`config.mk`:
```
export PLATFORM = sky130hd
export DESIGN_NAME = alpc_top
export DESIGN_NICKNAME = d
export VERILOG_FILES = /design/src/logic/alpc_pkg.sv /design/src/logic/alpc_clkdiv.sv /design/src/logic/alpc_sar.sv /design/src/logic/alpc_top.sv
export VERILOG_INCLUDE_DIRS = /design/src /design/src/logic
export SDC_FILE = /design/constraint.sdc
export NUM_CORES = 1
export LEC_CHECK = 0
export BUFFER_PORTS_ARGS = -buffer_cell sky130_fd_sc_hd__buf_2
export CORE_MARGIN = 2
export CORE_UTILIZATION = 55
export CTS_CLUSTER_DIAMETER = 40
export CTS_CLUSTER_SIZE = 20
export DETAILED_ROUTE_END_ITERATION = 10
export PLACE_DENSITY = 0.85
export SETUP_SLACK_MARGIN = 0.15
export SLEW_MARGIN = 5
export SYNTH_ARGS = -nofsm -noshare
export SYNTH_HDL_FRONTEND = slang
export SYNTH_SLANG_ARGS = --single-unit
```
`constraint.sdc`:
```
create_clock -name clk_sys -period 4.6 [get_ports clk_sys]
set_input_delay 0.46 -clock clk_sys [delete_from_list [all_inputs] [get_ports clk_sys]]
set_output_delay 0.46 -clock clk_sys [all_outputs]
set_load 0.1 [all_outputs]
```
`src/logic/alpc_defs.svh`:
```
/*
  register offsets, field positions, reset values and timing counts for the
  converter control block. assumes byte-wide registers on a plain port.
*/
`ifndef ALPC_DEFS_SVH
`define ALPC_DEFS_SVH
`define ALPC_OFS_CFG 4'h0
`define ALPC_OFS_SC2 4'h1
`define ALPC_OFS_SC1 4'h2
`define ALPC_OFS_RH 4'h3
`define ALPC_OFS_RL 4'h4
`define ALPC_OFS_CVH 4'h5
`define ALPC_OFS_CVL 4'h6
`define ALPC_OFS_PC1 4'h7
`define ALPC_OFS_PC2 4'h8
`define ALPC_CFG_LP_BIT 7
`define ALPC_CFG_DIV_HI 6
`define ALPC_CFG_DIV_LO 5
`define ALPC_CFG_LSMP_BIT 4
`define ALPC_CFG_MODE_HI 3
`define ALPC_CFG_MODE_LO 2
`define ALPC_CFG_CLK_HI 1
`define ALPC_CFG_CLK_LO 0
`define ALPC_SC2_ACT_BIT 7
`define ALPC_SC2_TRG_BIT 6
`define ALPC_SC2_CFE_BIT 5
`define ALPC_SC2_CGT_BIT 4
`define ALPC_SC1_DONE_BIT 7
`define ALPC_SC1_IEN_BIT 6
`define ALPC_SC1_CONT_BIT 5
`define ALPC_SC1_CH_HI 4
`define ALPC_SC1_CH_LO 0
`define ALPC_MODE_10BIT 2'h2
`define ALPC_CLK_BUS 2'h0
`define ALPC_CLK_BUS_HALF 2'h1
`define ALPC_CLK_ALT 2'h2
`define ALPC_CLK_ASYNC 2'h3
`define ALPC_CH_DISABLED 5'h1f
`define ALPC_RST_CFG 8'h00
`define ALPC_RST_SC2 8'h00
`define ALPC_RST_SC1 8'h1f
`define ALPC_RST_CV 8'h00
`define ALPC_RST_PC 8'h00
`define ALPC_RST_RES 10'h000
`define ALPC_FULL_10 10'h3ff
`define ALPC_FULL_8 10'h0ff
`define ALPC_STEPS_10 4'h9
`define ALPC_STEPS_8 4'h7
`define ALPC_SAMPLE_SHORT_TENTHS 35
`define ALPC_SAMPLE_LONG_TENTHS 235
`define ALPC_SAMPLE_SHORT_TICKS ((`ALPC_SAMPLE_SHORT_TENTHS + 9) / 10)
`define ALPC_SAMPLE_LONG_TICKS ((`ALPC_SAMPLE_LONG_TENTHS + 9) / 10)
`endif

```
`src/logic/alpc_pkg.sv`:
```
/*
  types and shared decoding for the converter control block.
  assumes the defs header supplies all numeric constants.
*/
`include "alpc_defs.svh"
package alpc_pkg;
  typedef enum logic [1:0] {
    sar_idle = 2'b00,
    sar_sample = 2'b01,
    sar_convert = 2'b10
  } alpc_sar_state_type;

  function automatic logic alpc_ten_bit(input logic [1:0] mode);
    alpc_ten_bit = (mode == `ALPC_MODE_10BIT);
  endfunction : alpc_ten_bit
endpackage : alpc_pkg

```
`src/logic/alpc_clkdiv.sv`:
```
/*
  conversion clock tick generator: source select and power-of-two divider.
  assumes alt and async ticks are already synchronised one-cycle pulses.
*/
`timescale 1ns/10ps
`include "alpc_defs.svh"
module alpc_clkdiv
  import alpc_pkg::*;
(
  input wire logic clk_sys,
  input wire logic rst,
  input wire logic run,
  input wire logic [1:0] src,
  input wire logic [1:0] div,
  input wire logic alt_tick,
  input wire logic async_tick,
  output logic tick
);
  logic half_q, half_d;
  logic [2:0] cnt_q, cnt_d;
  logic tick_q, tick_d;
  logic base;
  logic [2:0] limit;

  always_comb begin
    half_d = ~half_q;
    case (src)
      `ALPC_CLK_BUS: base = 1'b1;
      `ALPC_CLK_BUS_HALF: base = half_q;
      `ALPC_CLK_ALT: base = alt_tick;
      `ALPC_CLK_ASYNC: base = async_tick;
      default: base = 1'b0;
    endcase
    limit = 3'((4'h1 << div) - 4'h1);
    cnt_d = cnt_q;
    tick_d = 1'b0;
    if (!run) begin
      cnt_d = 3'h0;
    end else if (base) begin
      if (cnt_q == limit) begin
        cnt_d = 3'h0;
        tick_d = 1'b1;
      end else begin
        cnt_d = cnt_q + 3'h1;
      end
    end
  end

  always_ff @(posedge clk_sys or posedge rst) begin
    if (rst) begin
      half_q <= 1'b0;
      cnt_q <= 3'h0;
      tick_q <= 1'b0;
    end else begin
      half_q <= half_d;
      cnt_q <= cnt_d;
      tick_q <= tick_d;
    end
  end

  assign tick = tick_q;
endmodule : alpc_clkdiv

```
`src/logic/alpc_sar.sv`:
```
/*
  successive approximation sequencer: sample window then one bit per tick.
  assumes cmp_above is synchronised and means input >= trial code.
*/
`timescale 1ns/10ps
`include "alpc_defs.svh"
module alpc_sar
  import alpc_pkg::*;
(
  input wire logic clk_sys,
  input wire logic rst,
  input wire logic tick,
  input wire logic start,
  input wire logic abort,
  input wire logic ten_bit,
  input wire logic long_sample,
  input wire logic cmp_above,
  output logic busy,
  output logic sample_en,
  output logic [9:0] trial_code,
  output logic done,
  output logic [9:0] result
);
  alpc_sar_state_type st_q, st_d;
  logic [4:0] cnt_q, cnt_d;
  logic [3:0] bit_q, bit_d;
  logic [9:0] code_q, code_d, res_q, res_d;
  logic done_q, done_d;
  logic [1:0] wait_q, wait_d;
  logic pend_q, pend_d, step;
  logic [4:0] win;
  logic [9:0] kept;

  always_comb begin
    st_d = st_q;
    cnt_d = cnt_q;
    bit_d = bit_q;
    code_d = code_q;
    res_d = res_q;
    done_d = 1'b0;
    wait_d = (wait_q == 2'h0) ? 2'h0 : wait_q - 2'h1;
    pend_d = 1'b0;
    // the comparator arrives through two sync flops, so each trial settles for
    // three clocks; early ticks are held, which stretches fast conversions
    step = (tick | pend_q) & (wait_q == 2'h0);
    // least time rounded up to whole conversion-clock cycles
    win = long_sample ? 5'(`ALPC_SAMPLE_LONG_TICKS) : 5'(`ALPC_SAMPLE_SHORT_TICKS);
    kept = cmp_above ? code_q : (code_q & ~(10'h001 << bit_q));
    case (st_q)
      sar_idle: ;
      sar_sample: begin
        if (tick) begin
          if (cnt_q == win - 5'h01) begin
            st_d = sar_convert;
            bit_d = ten_bit ? `ALPC_STEPS_10 : `ALPC_STEPS_8;
            code_d = 10'h001 << bit_d;
            wait_d = 2'h2;
          end else begin
            cnt_d = cnt_q + 5'h01;
          end
        end
      end
      sar_convert: begin
        if (step) begin
          if (bit_q == 4'h0) begin
            st_d = sar_idle;
            res_d = kept;
            done_d = 1'b1;
          end else begin
            bit_d = bit_q - 4'h1;
            code_d = kept | (10'h001 << bit_d);
            wait_d = 2'h2;
          end
        end else begin
          pend_d = pend_q | tick;
        end
      end
      default: st_d = sar_idle;
    endcase
    if (start) begin
      st_d = sar_sample;
      cnt_d = 5'h00;
      code_d = 10'h000;
      done_d = 1'b0;
    end else if (abort) begin
      st_d = sar_idle;
      done_d = 1'b0;
    end
  end

  always_ff @(posedge clk_sys or posedge rst) begin
    if (rst) begin
      st_q <= sar_idle;
      cnt_q <= 5'h00;
      bit_q <= 4'h0;
      code_q <= 10'h000;
      res_q <= 10'h000;
      done_q <= 1'b0;
      wait_q <= 2'h0;
      pend_q <= 1'b0;
    end else begin
      st_q <= st_d;
      cnt_q <= cnt_d;
      bit_q <= bit_d;
      code_q <= code_d;
      res_q <= res_d;
      done_q <= done_d;
      wait_q <= wait_d;
      pend_q <= pend_d;
    end
  end

  assign busy = (st_q != sar_idle);
  assign sample_en = (st_q == sar_sample);
  assign trial_code = code_q;
  assign done = done_q;
  assign result = res_q;
endmodule : alpc_sar

```
`src/logic/alpc_top.sv`:
```
/*
  converter control block: register file, trigger and compare logic, result
  blocking and low-power stop handling around the sar sequencer.
  assumes the power controller drives stop3_active/stop12_active on clk_sys,
  and all pin and analog inputs are asynchronous.
*/
// The address map and the plain strobed port were chosen for this implementation.
`timescale 1ns/10ps
`include "alpc_defs.svh"
// Summary of operation
// - stop3 entry without async clock aborts conversion and idles converter.
// - stop3 entry and exit never alter result registers.
// - after such a stop3 exit, converter idles until a new trigger.
// - with async clock selected, conversions keep running through stop3.
// - in stop3 with async clock, hardware trigger and continuous mode start conversions.
// - completion sets done flag unless compare is enabled and missed; interrupt raised when interrupt enable is 1.
// - stop1/stop2 disable converter and return all registers to reset values.
// - configuration fields: low power, divider, long sample, resolution, clock source.
// - divider 00 passes clock undivided; source 00 selects bus clock.
// - control two: active flag, trigger select, compare enable, compare greater.
// - control two bits 3:2 read zero; bits 1:0 written zero.
// - control one: done flag, interrupt enable, continuous, channel select.
// - channel select value is the channel number.
// - high byte read first; in 10-bit mode pair protected until low byte read.
// - compare value registers give the compare threshold.
// - pin-control bits disable digital control; conversion proceeds either way.
// - result saturates at full scale above high reference, zero below low.
// - sample window 4 or 24 conversion clocks (3.5 or 23.5 rounded up) by long sample select.
// - control one write aborts; in software trigger mode it restarts unless channel is all ones.
// - blocked 10-bit result is discarded and does not set the done flag; an already set flag stays set.
module alpc_top
  import alpc_pkg::*;
(
  input wire logic clk_sys,
  input wire logic rst,
  input wire logic [3:0] bus_addr,
  input wire logic [7:0] bus_wdata,
  input wire logic bus_wr,
  input wire logic bus_rd,
  output logic [7:0] bus_rdata,
  input wire logic stop3_active,
  input wire logic stop12_active,
  input wire logic hw_trigger_pin,
  input wire logic alt_clock_pin,
  input wire logic async_conv_clock,
  input wire logic cmp_above_pin,
  input wire logic ref_high_pin,
  input wire logic ref_low_pin,
  output logic conv_irq,
  output logic sample_enable,
  output logic [9:0] trial_code,
  output logic [4:0] channel_select,
  output logic [15:0] pin_digital_disable,
  output logic low_power_select,
  output logic async_clock_enable
);
  localparam int NSYNC = 6;

  function automatic logic hit(input logic [3:0] a, input logic [3:0] ofs);
    hit = (a == ofs);
  endfunction : hit

  logic [NSYNC-1:0] sync1_q, sync2_q, sync3_q;
  logic [NSYNC-1:0] pins;
  logic [7:0] cfg_q, cfg_d, sc2_q, sc2_d, sc1_q, sc1_d;
  logic [7:0] cvh_q, cvh_d, cvl_q, cvl_d, pc1_q, pc1_d, pc2_q, pc2_d;
  logic [9:0] res_q, res_d;
  logic lock_q, lock_d, stop3_q, stop3_d;
  logic [7:0] rdata_q, rdata_d;
  logic ten, async_sel, inhibit, ch_off, stop3_enter;
  logic wr_cfg, wr_sc2, wr_sc1, wr_cvh, wr_cvl, rd_rh, rd_rl;
  logic start_hw, restart, start_any, abort_any;
  logic done_set, cond, pass;
  logic [9:0] raw, cv, diff;
  logic hw_rise, alt_tick, async_tick;
  logic conv_tick, sar_busy, sar_done;
  logic [9:0] sar_result;

  // every pin passes two flops before any logic looks at it
  assign pins = {ref_low_pin, ref_high_pin, cmp_above_pin, async_conv_clock,
                 alt_clock_pin, hw_trigger_pin};
  generate
    for (genvar i = 0; i < NSYNC; i++) begin : g_sync
      always_ff @(posedge clk_sys or posedge rst) begin
        if (rst) begin
          sync1_q[i] <= 1'b0;
          sync2_q[i] <= 1'b0;
          sync3_q[i] <= 1'b0;
        end else begin
          sync1_q[i] <= pins[i];
          sync2_q[i] <= sync1_q[i];
          sync3_q[i] <= sync2_q[i];
        end
      end
    end
  endgenerate

  assign hw_rise = sync2_q[0] & ~sync3_q[0];
  assign alt_tick = sync2_q[1] & ~sync3_q[1];
  // the async clock is only usable well below clk_sys/4 after sampling
  assign async_tick = sync2_q[2] & ~sync3_q[2];

  assign ten = alpc_ten_bit(cfg_q[`ALPC_CFG_MODE_HI:`ALPC_CFG_MODE_LO]);
  assign async_sel = (cfg_q[`ALPC_CFG_CLK_HI:`ALPC_CFG_CLK_LO] == `ALPC_CLK_ASYNC);
  // without the async clock the conversion clock is gone in stop3
  assign inhibit = (stop3_active & ~async_sel) | stop12_active;
  assign stop3_enter = stop3_active & ~stop3_q;
  assign ch_off = (sc1_q[`ALPC_SC1_CH_HI:`ALPC_SC1_CH_LO] == `ALPC_CH_DISABLED);

  assign wr_cfg = bus_wr & hit(bus_addr, `ALPC_OFS_CFG);
  assign wr_sc2 = bus_wr & hit(bus_addr, `ALPC_OFS_SC2);
  assign wr_sc1 = bus_wr & hit(bus_addr, `ALPC_OFS_SC1);
  assign wr_cvh = bus_wr & hit(bus_addr, `ALPC_OFS_CVH);
  assign wr_cvl = bus_wr & hit(bus_addr, `ALPC_OFS_CVL);
  assign rd_rh = bus_rd & hit(bus_addr, `ALPC_OFS_RH);
  assign rd_rl = bus_rd & hit(bus_addr, `ALPC_OFS_RL);

  // result of the finished conversion, saturated at the references
  always_comb begin
    raw = sar_result;
    if (sync2_q[4]) begin
      raw = ten ? `ALPC_FULL_10 : `ALPC_FULL_8;
    end else if (sync2_q[5]) begin
      raw = 10'h000;
    end
    cv = ten ? {cvh_q[1:0], cvl_q} : {2'h0, cvl_q};
    diff = raw - cv;
    cond = sc2_q[`ALPC_SC2_CGT_BIT] ? (raw >= cv) : (raw < cv);
    pass = ~sc2_q[`ALPC_SC2_CFE_BIT] | cond;
  end

  always_comb begin
    start_hw = sc2_q[`ALPC_SC2_TRG_BIT] & hw_rise & ~ch_off & ~inhibit;
    restart = 1'b0;
    done_set = 1'b0;
    if (sar_done && !(stop3_enter && !async_sel)) begin
      if (lock_q) begin
        // blocked pair: result dropped, another conversion unless single compare miss
        restart = ~(~sc1_q[`ALPC_SC1_CONT_BIT] & sc2_q[`ALPC_SC2_CFE_BIT] & ~cond);
      end else begin
        done_set = pass;
        restart = sc1_q[`ALPC_SC1_CONT_BIT];
      end
    end
    // a config, control or compare register write in the same cycle wins over an automatic restart
    restart = restart & ~ch_off & ~inhibit & ~abort_any;
  end

  // a write to control one triggers only in software trigger mode
  logic sw_go;
  assign sw_go = wr_sc1 & ~sc2_q[`ALPC_SC2_TRG_BIT] &
                 (bus_wdata[`ALPC_SC1_CH_HI:`ALPC_SC1_CH_LO] != `ALPC_CH_DISABLED) & ~inhibit;
  assign start_any = (sw_go | start_hw | restart) & ~stop12_active;
  assign abort_any = wr_cfg | wr_sc2 | wr_sc1 | wr_cvh | wr_cvl |
                     (stop3_enter & ~async_sel) | stop12_active;

  always_comb begin
    cfg_d = cfg_q;
    sc2_d = sc2_q;
    sc1_d = sc1_q;
    cvh_d = cvh_q;
    cvl_d = cvl_q;
    pc1_d = pc1_q;
    pc2_d = pc2_q;
    res_d = res_q;
    lock_d = lock_q;
    stop3_d = stop3_active;
    rdata_d = 8'h00;
    if (wr_cfg) begin
      cfg_d = bus_wdata;
    end
    if (wr_sc2) begin
      // active flag is read-only; low nibble never stored
      sc2_d = {1'b0, bus_wdata[6:4], 4'h0};
    end
    if (wr_cvh) begin
      cvh_d = bus_wdata;
    end
    if (wr_cvl) begin
      cvl_d = bus_wdata;
    end
    if (bus_wr & hit(bus_addr, `ALPC_OFS_PC1)) begin
      pc1_d = bus_wdata;
    end
    if (bus_wr & hit(bus_addr, `ALPC_OFS_PC2)) begin
      pc2_d = bus_wdata;
    end
    // mode changes and low-byte reads clear the done flag
    if (wr_cfg | wr_sc2 | wr_cvh | wr_cvl | rd_rl) begin
      sc1_d[`ALPC_SC1_DONE_BIT] = 1'b0;
    end
    if (wr_sc1) begin
      sc1_d = {1'b0, bus_wdata[6:0]};
    end
    if (rd_rh & ten) begin
      lock_d = 1'b1;
    end
    if (rd_rl) begin
      lock_d = 1'b0;
    end
    // transfer after clears so a completion in a clearing cycle is kept
    if (done_set) begin
      res_d = sc2_q[`ALPC_SC2_CFE_BIT] ? diff : raw;
      sc1_d[`ALPC_SC1_DONE_BIT] = 1'b1;
    end
    if (bus_rd) begin
      case (bus_addr)
        `ALPC_OFS_CFG: rdata_d = cfg_q;
        `ALPC_OFS_SC2: rdata_d = {sar_busy, sc2_q[6:4], 4'h0};
        `ALPC_OFS_SC1: rdata_d = sc1_q;
        `ALPC_OFS_RH: rdata_d = ten ? {6'h00, res_q[9:8]} : 8'h00;
        `ALPC_OFS_RL: rdata_d = res_q[7:0];
        `ALPC_OFS_CVH: rdata_d = cvh_q;
        `ALPC_OFS_CVL: rdata_d = cvl_q;
        `ALPC_OFS_PC1: rdata_d = pc1_q;
        `ALPC_OFS_PC2: rdata_d = pc2_q;
        default: rdata_d = 8'h00;
      endcase
    end
    if (stop12_active) begin
      cfg_d = `ALPC_RST_CFG;
      sc2_d = `ALPC_RST_SC2;
      sc1_d = `ALPC_RST_SC1;
      cvh_d = `ALPC_RST_CV;
      cvl_d = `ALPC_RST_CV;
      pc1_d = `ALPC_RST_PC;
      pc2_d = `ALPC_RST_PC;
      res_d = `ALPC_RST_RES;
      lock_d = 1'b0;
    end
  end

  // byte-wide registers, one bus cycle per access
  always_ff @(posedge clk_sys or posedge rst) begin
    if (rst) begin
      cfg_q <= `ALPC_RST_CFG;
      sc2_q <= `ALPC_RST_SC2;
      sc1_q <= `ALPC_RST_SC1;
      cvh_q <= `ALPC_RST_CV;
      cvl_q <= `ALPC_RST_CV;
      pc1_q <= `ALPC_RST_PC;
      pc2_q <= `ALPC_RST_PC;
      res_q <= `ALPC_RST_RES;
      lock_q <= 1'b0;
      stop3_q <= 1'b0;
      rdata_q <= 8'h00;
    end else begin
      cfg_q <= cfg_d;
      sc2_q <= sc2_d;
      sc1_q <= sc1_d;
      cvh_q <= cvh_d;
      cvl_q <= cvl_d;
      pc1_q <= pc1_d;
      pc2_q <= pc2_d;
      res_q <= res_d;
      lock_q <= lock_d;
      stop3_q <= stop3_d;
      rdata_q <= rdata_d;
    end
  end

  alpc_clkdiv u_clkdiv (
    .clk_sys(clk_sys),
    .rst(rst),
    .run(sar_busy | start_any),
    .src(cfg_q[`ALPC_CFG_CLK_HI:`ALPC_CFG_CLK_LO]),
    .div(cfg_q[`ALPC_CFG_DIV_HI:`ALPC_CFG_DIV_LO]),
    .alt_tick(alt_tick),
    .async_tick(async_tick),
    .tick(conv_tick)
  );

  alpc_sar u_sar (
    .clk_sys(clk_sys),
    .rst(rst),
    .tick(conv_tick),
    .start(start_any),
    .abort(abort_any),
    .ten_bit(ten),
    .long_sample(cfg_q[`ALPC_CFG_LSMP_BIT]),
    .cmp_above(sync2_q[3]),
    .busy(sar_busy),
    .sample_en(sample_enable),
    .trial_code(trial_code),
    .done(sar_done),
    .result(sar_result)
  );

  assign bus_rdata = rdata_q;
  assign conv_irq = sc1_q[`ALPC_SC1_DONE_BIT] & sc1_q[`ALPC_SC1_IEN_BIT];
  assign channel_select = sc1_q[`ALPC_SC1_CH_HI:`ALPC_SC1_CH_LO];
  // pin-control only gates digital buffers; conversion never looks at it
  assign pin_digital_disable = {pc2_q, pc1_q};
  assign low_power_select = cfg_q[`ALPC_CFG_LP_BIT];
  assign async_clock_enable = async_sel & sar_busy;
endmodule : alpc_top

```
==> flow_summary.toml <==
[status]
status = "complete, no violations"

[sta]
slew_headroom_pct = 42.6
finalCritPeriodShare_pct = 69.9
fin_crit_ns = 3.21
rsz0062_at_grt = "false"
hold_viol = 0
worstMarginPinSlew_ns = 0.859
finalMaxSlewViolations = 0
finalSetupViolCount = 0
fmax_mhz = 311
skew_ns = 0.0128
fin_setup_tns_ns = 0

[synth]
synth_top_family_by_area = "compound AO/OA/AOI/OAI gates"
synthSimpleGateAreaFrac_pct = 19.9
synth_nets = 784
ys_async_sr_fraction_pct = 100
ys.flop_type = "dfrtp_1"
ys_ff_latch = 126
synth_edf_count = 0
seq_area_frac_synth_pct = 46.0
synth_adder_area_share_pct = 4.12
synth_xor_area_share_pct = 1.27
avgSynthCellArea_um2 = 9.31
synthCells = 738
syn_area_mm2 = 0.00687
synth_compound_area_share_pct = 20.4
yosysWarnings = 0
synth.distinct_cells = 72
synthMuxAreaShare_pct = 4.39

[global_routing]
grt_max_degree = 45
antenna_found_initial = 0
track_usage_pct = 29.1
overflow = 0
first_global_vias = 5741
grt_first_pass_wirelength_um = 29800

[clock_tree]
cts_root_buffer = "clkbuf_16"
clkSinkCount = 126
htreeDepth = 4
cts_buffer_depth = 2
tritoncts = "yes"
ctsResizeCount = 0
cts-buffers-inserted = 17
cts_hold_buffers = 0
clk_latency_ns = 0.43
post_cts_buffers = 0
path_clk_slew_ns = 0.06

[setup_path]
arrival_ns = 3.53
crit_path_end_kind = "register"
r2r_start = "cfg_q[2]$_DFFE_PP0P_"
criticalPathCategory = "register to register"
setup.worst_path.start = "cfg_q[2]$_DFFE_PP0P_"
start_kind = "register"
worst_ep_required_time_ns = 4.91
r2r_cells = 9
r2r_end = "u_sar.st_q[1]$_DFFE_PP0P_"
crit_path_max_fanout = 18
r2r_setup_slack_ns = 1.39

[floorplanning]
die_h_um = 116
core-area_mm2 = 0.0121
io_pins = 67
fp.dieW_um = 116
die_area_mm2 = 0.0134
rows = 40
start_util_pct = 56.7

[placed_design]
place_hpwl_um = 13200
port_buffers = 66
gp_congestion = 0.945

[layout]
area_growth_pct = 14.4
drive_gt1_share_pct = 16.6
fill_cells = 1015
diodes = 0
mostFrequentLayoutCells = "dfrtp_1, nand2_1, buf_2, a21oi_1, nor2_1"
final_common_cell = "dfrtp_1"
final_util_pct = 64.9
final_nets = 833

[detailed_routing]
wirelength_um = 18500
routed.top_layer = "met4"
drc = 0
met3_length_um = 1340
vias = 5943
drtIter0Drc = 618
viasPerCell = 6.14
wl_met2_um = 9010
route.detailed.wl_per_inst_um = 19.1
ant_nets = 0
dr.pass1.iters = 6
wl_met1_um = 7610

[power_and_ir_drop]
p_leak_nw = 3.40
peakVddDrop_mv = 0.454
p_per_area_mw_per_mm2 = 425

[run]
drv_cap = 0

[hold_path]
hp-class = "input pin to asynchronous set/reset pin"
==> layout make-up <==
cell class                 instances  area (um^2)  share of cell area (%)
clock buffer                      21          450                    5.73
tap                              168          210                    2.68
inverter                          23         88.8                    1.13
timing repair buffer              71          368                    4.68
multi-input combinational        548         3440                    43.8
clock inverter                    11          139                    1.77
sequential                       126         3160                    40.2
==> where the power goes <==
group	switching, mW	leakage [nW]	internal, mW
clock	0.485	0.287	0.861
combinational	0.547	1.48	0.179
sequential	0.0834	1.64	1.18
==> worst max-delay path by stage <==
stage	cells after the start	end
after CTS	9	u_sar.st_q[1]$_DFFE_PP0P_
after detailed placement	9	u_sar.st_q[1]$_DFFE_PP0P_
final	9	u_sar.st_q[1]$_DFFE_PP0P_
after global placement	9	u_sar.st_q[1]$_DFFE_PP0P_
after floorplan	1	bus_rdata[0]$_DFF_PP0_
after global routing	10	u_sar.trial_code[5]$_DFFE_PP0P_
==> worst max-delay path, stage by stage (launching register included) <==
cell and delay [ns]:
dfrtp_1 0.40, nor2b_1 0.46, a22o_1 0.26, ha_1 0.30
nor2_1 0.16, nor3b_1 0.08, or4_4 0.54, o221ai_4 0.35
o21ai_4 0.27, a2111oi_2 0.29
==> synthesized netlist by cell type, types with 11 or more instances <==
| master | n | area, um^2 |
|---|---|---|
| dfrtp_1 | 121 | 3030 |
| nand2_1 | 108 | 405 |
| a21oi_1 | 59 | 295 |
| nor2_1 | 51 | 191 |
| o21ai_0 | 43 | 215 |
| nand3_1 | 38 | 190 |
| clkbuf_1 | 29 | 109 |
| mux2i_1 | 29 | 290 |
| inv_1 | 23 | 86.3 |
| ha_1 | 21 | 263 |
| a211o_1 | 14 | 123 |
| a22o_1 | 12 | 105 |
| nor2b_1 | 11 | 68.8 |
==> registers in the layout, indices dropped and copies added, names as in the netlist, 2 cells and up <==
name	count
sync2_q	6
sc2_q	3
u_sar.cnt_q	5
res_q	10
u_sar.trial_code	10
sync1_q	6
pc2_q	8
cvl_q	8
cvh_q	8
bus_rdata	8
u_clkdiv.cnt_q	3
cfg_q	8
u_sar.bit_q	4
u_sar.result	10
u_sar.st_q	2
sc1_q	8
u_sar.wait_q	2
pc1_q	8
sync3_q	3
==> stage by stage <==
stage	total power [mW]	cells	instance area [um^2]	worst slack, ns	hold slack (ns)
CTS	3.34	968	7860	1.40	0.102
detailed placement	2.00	936	7270	1.39	0.336
global route	3.46	968	7860	1.21	0.129
floorplan	1.84	738	6870	0.792	0.331
global placement	1.98	936	7270	1.58	0.333
finish	3.34	968	7860	1.39	0.0807
==> cells by family after synthesis <==
group           Yosys count
buf+inv                  64
fa+ha+maj                22
flops                   126
compound gates          203
simple gates            283
mux                      30
xor+xnor                 10
==> routing by layer <==
layer  up-vias  GRT usage, %
met1      2888          38.1
li1       2744             -
met2       259          47.4
met5         -             0
met3        52          6.43
met4         0          11.5
(Power assumes the default switching activity.)
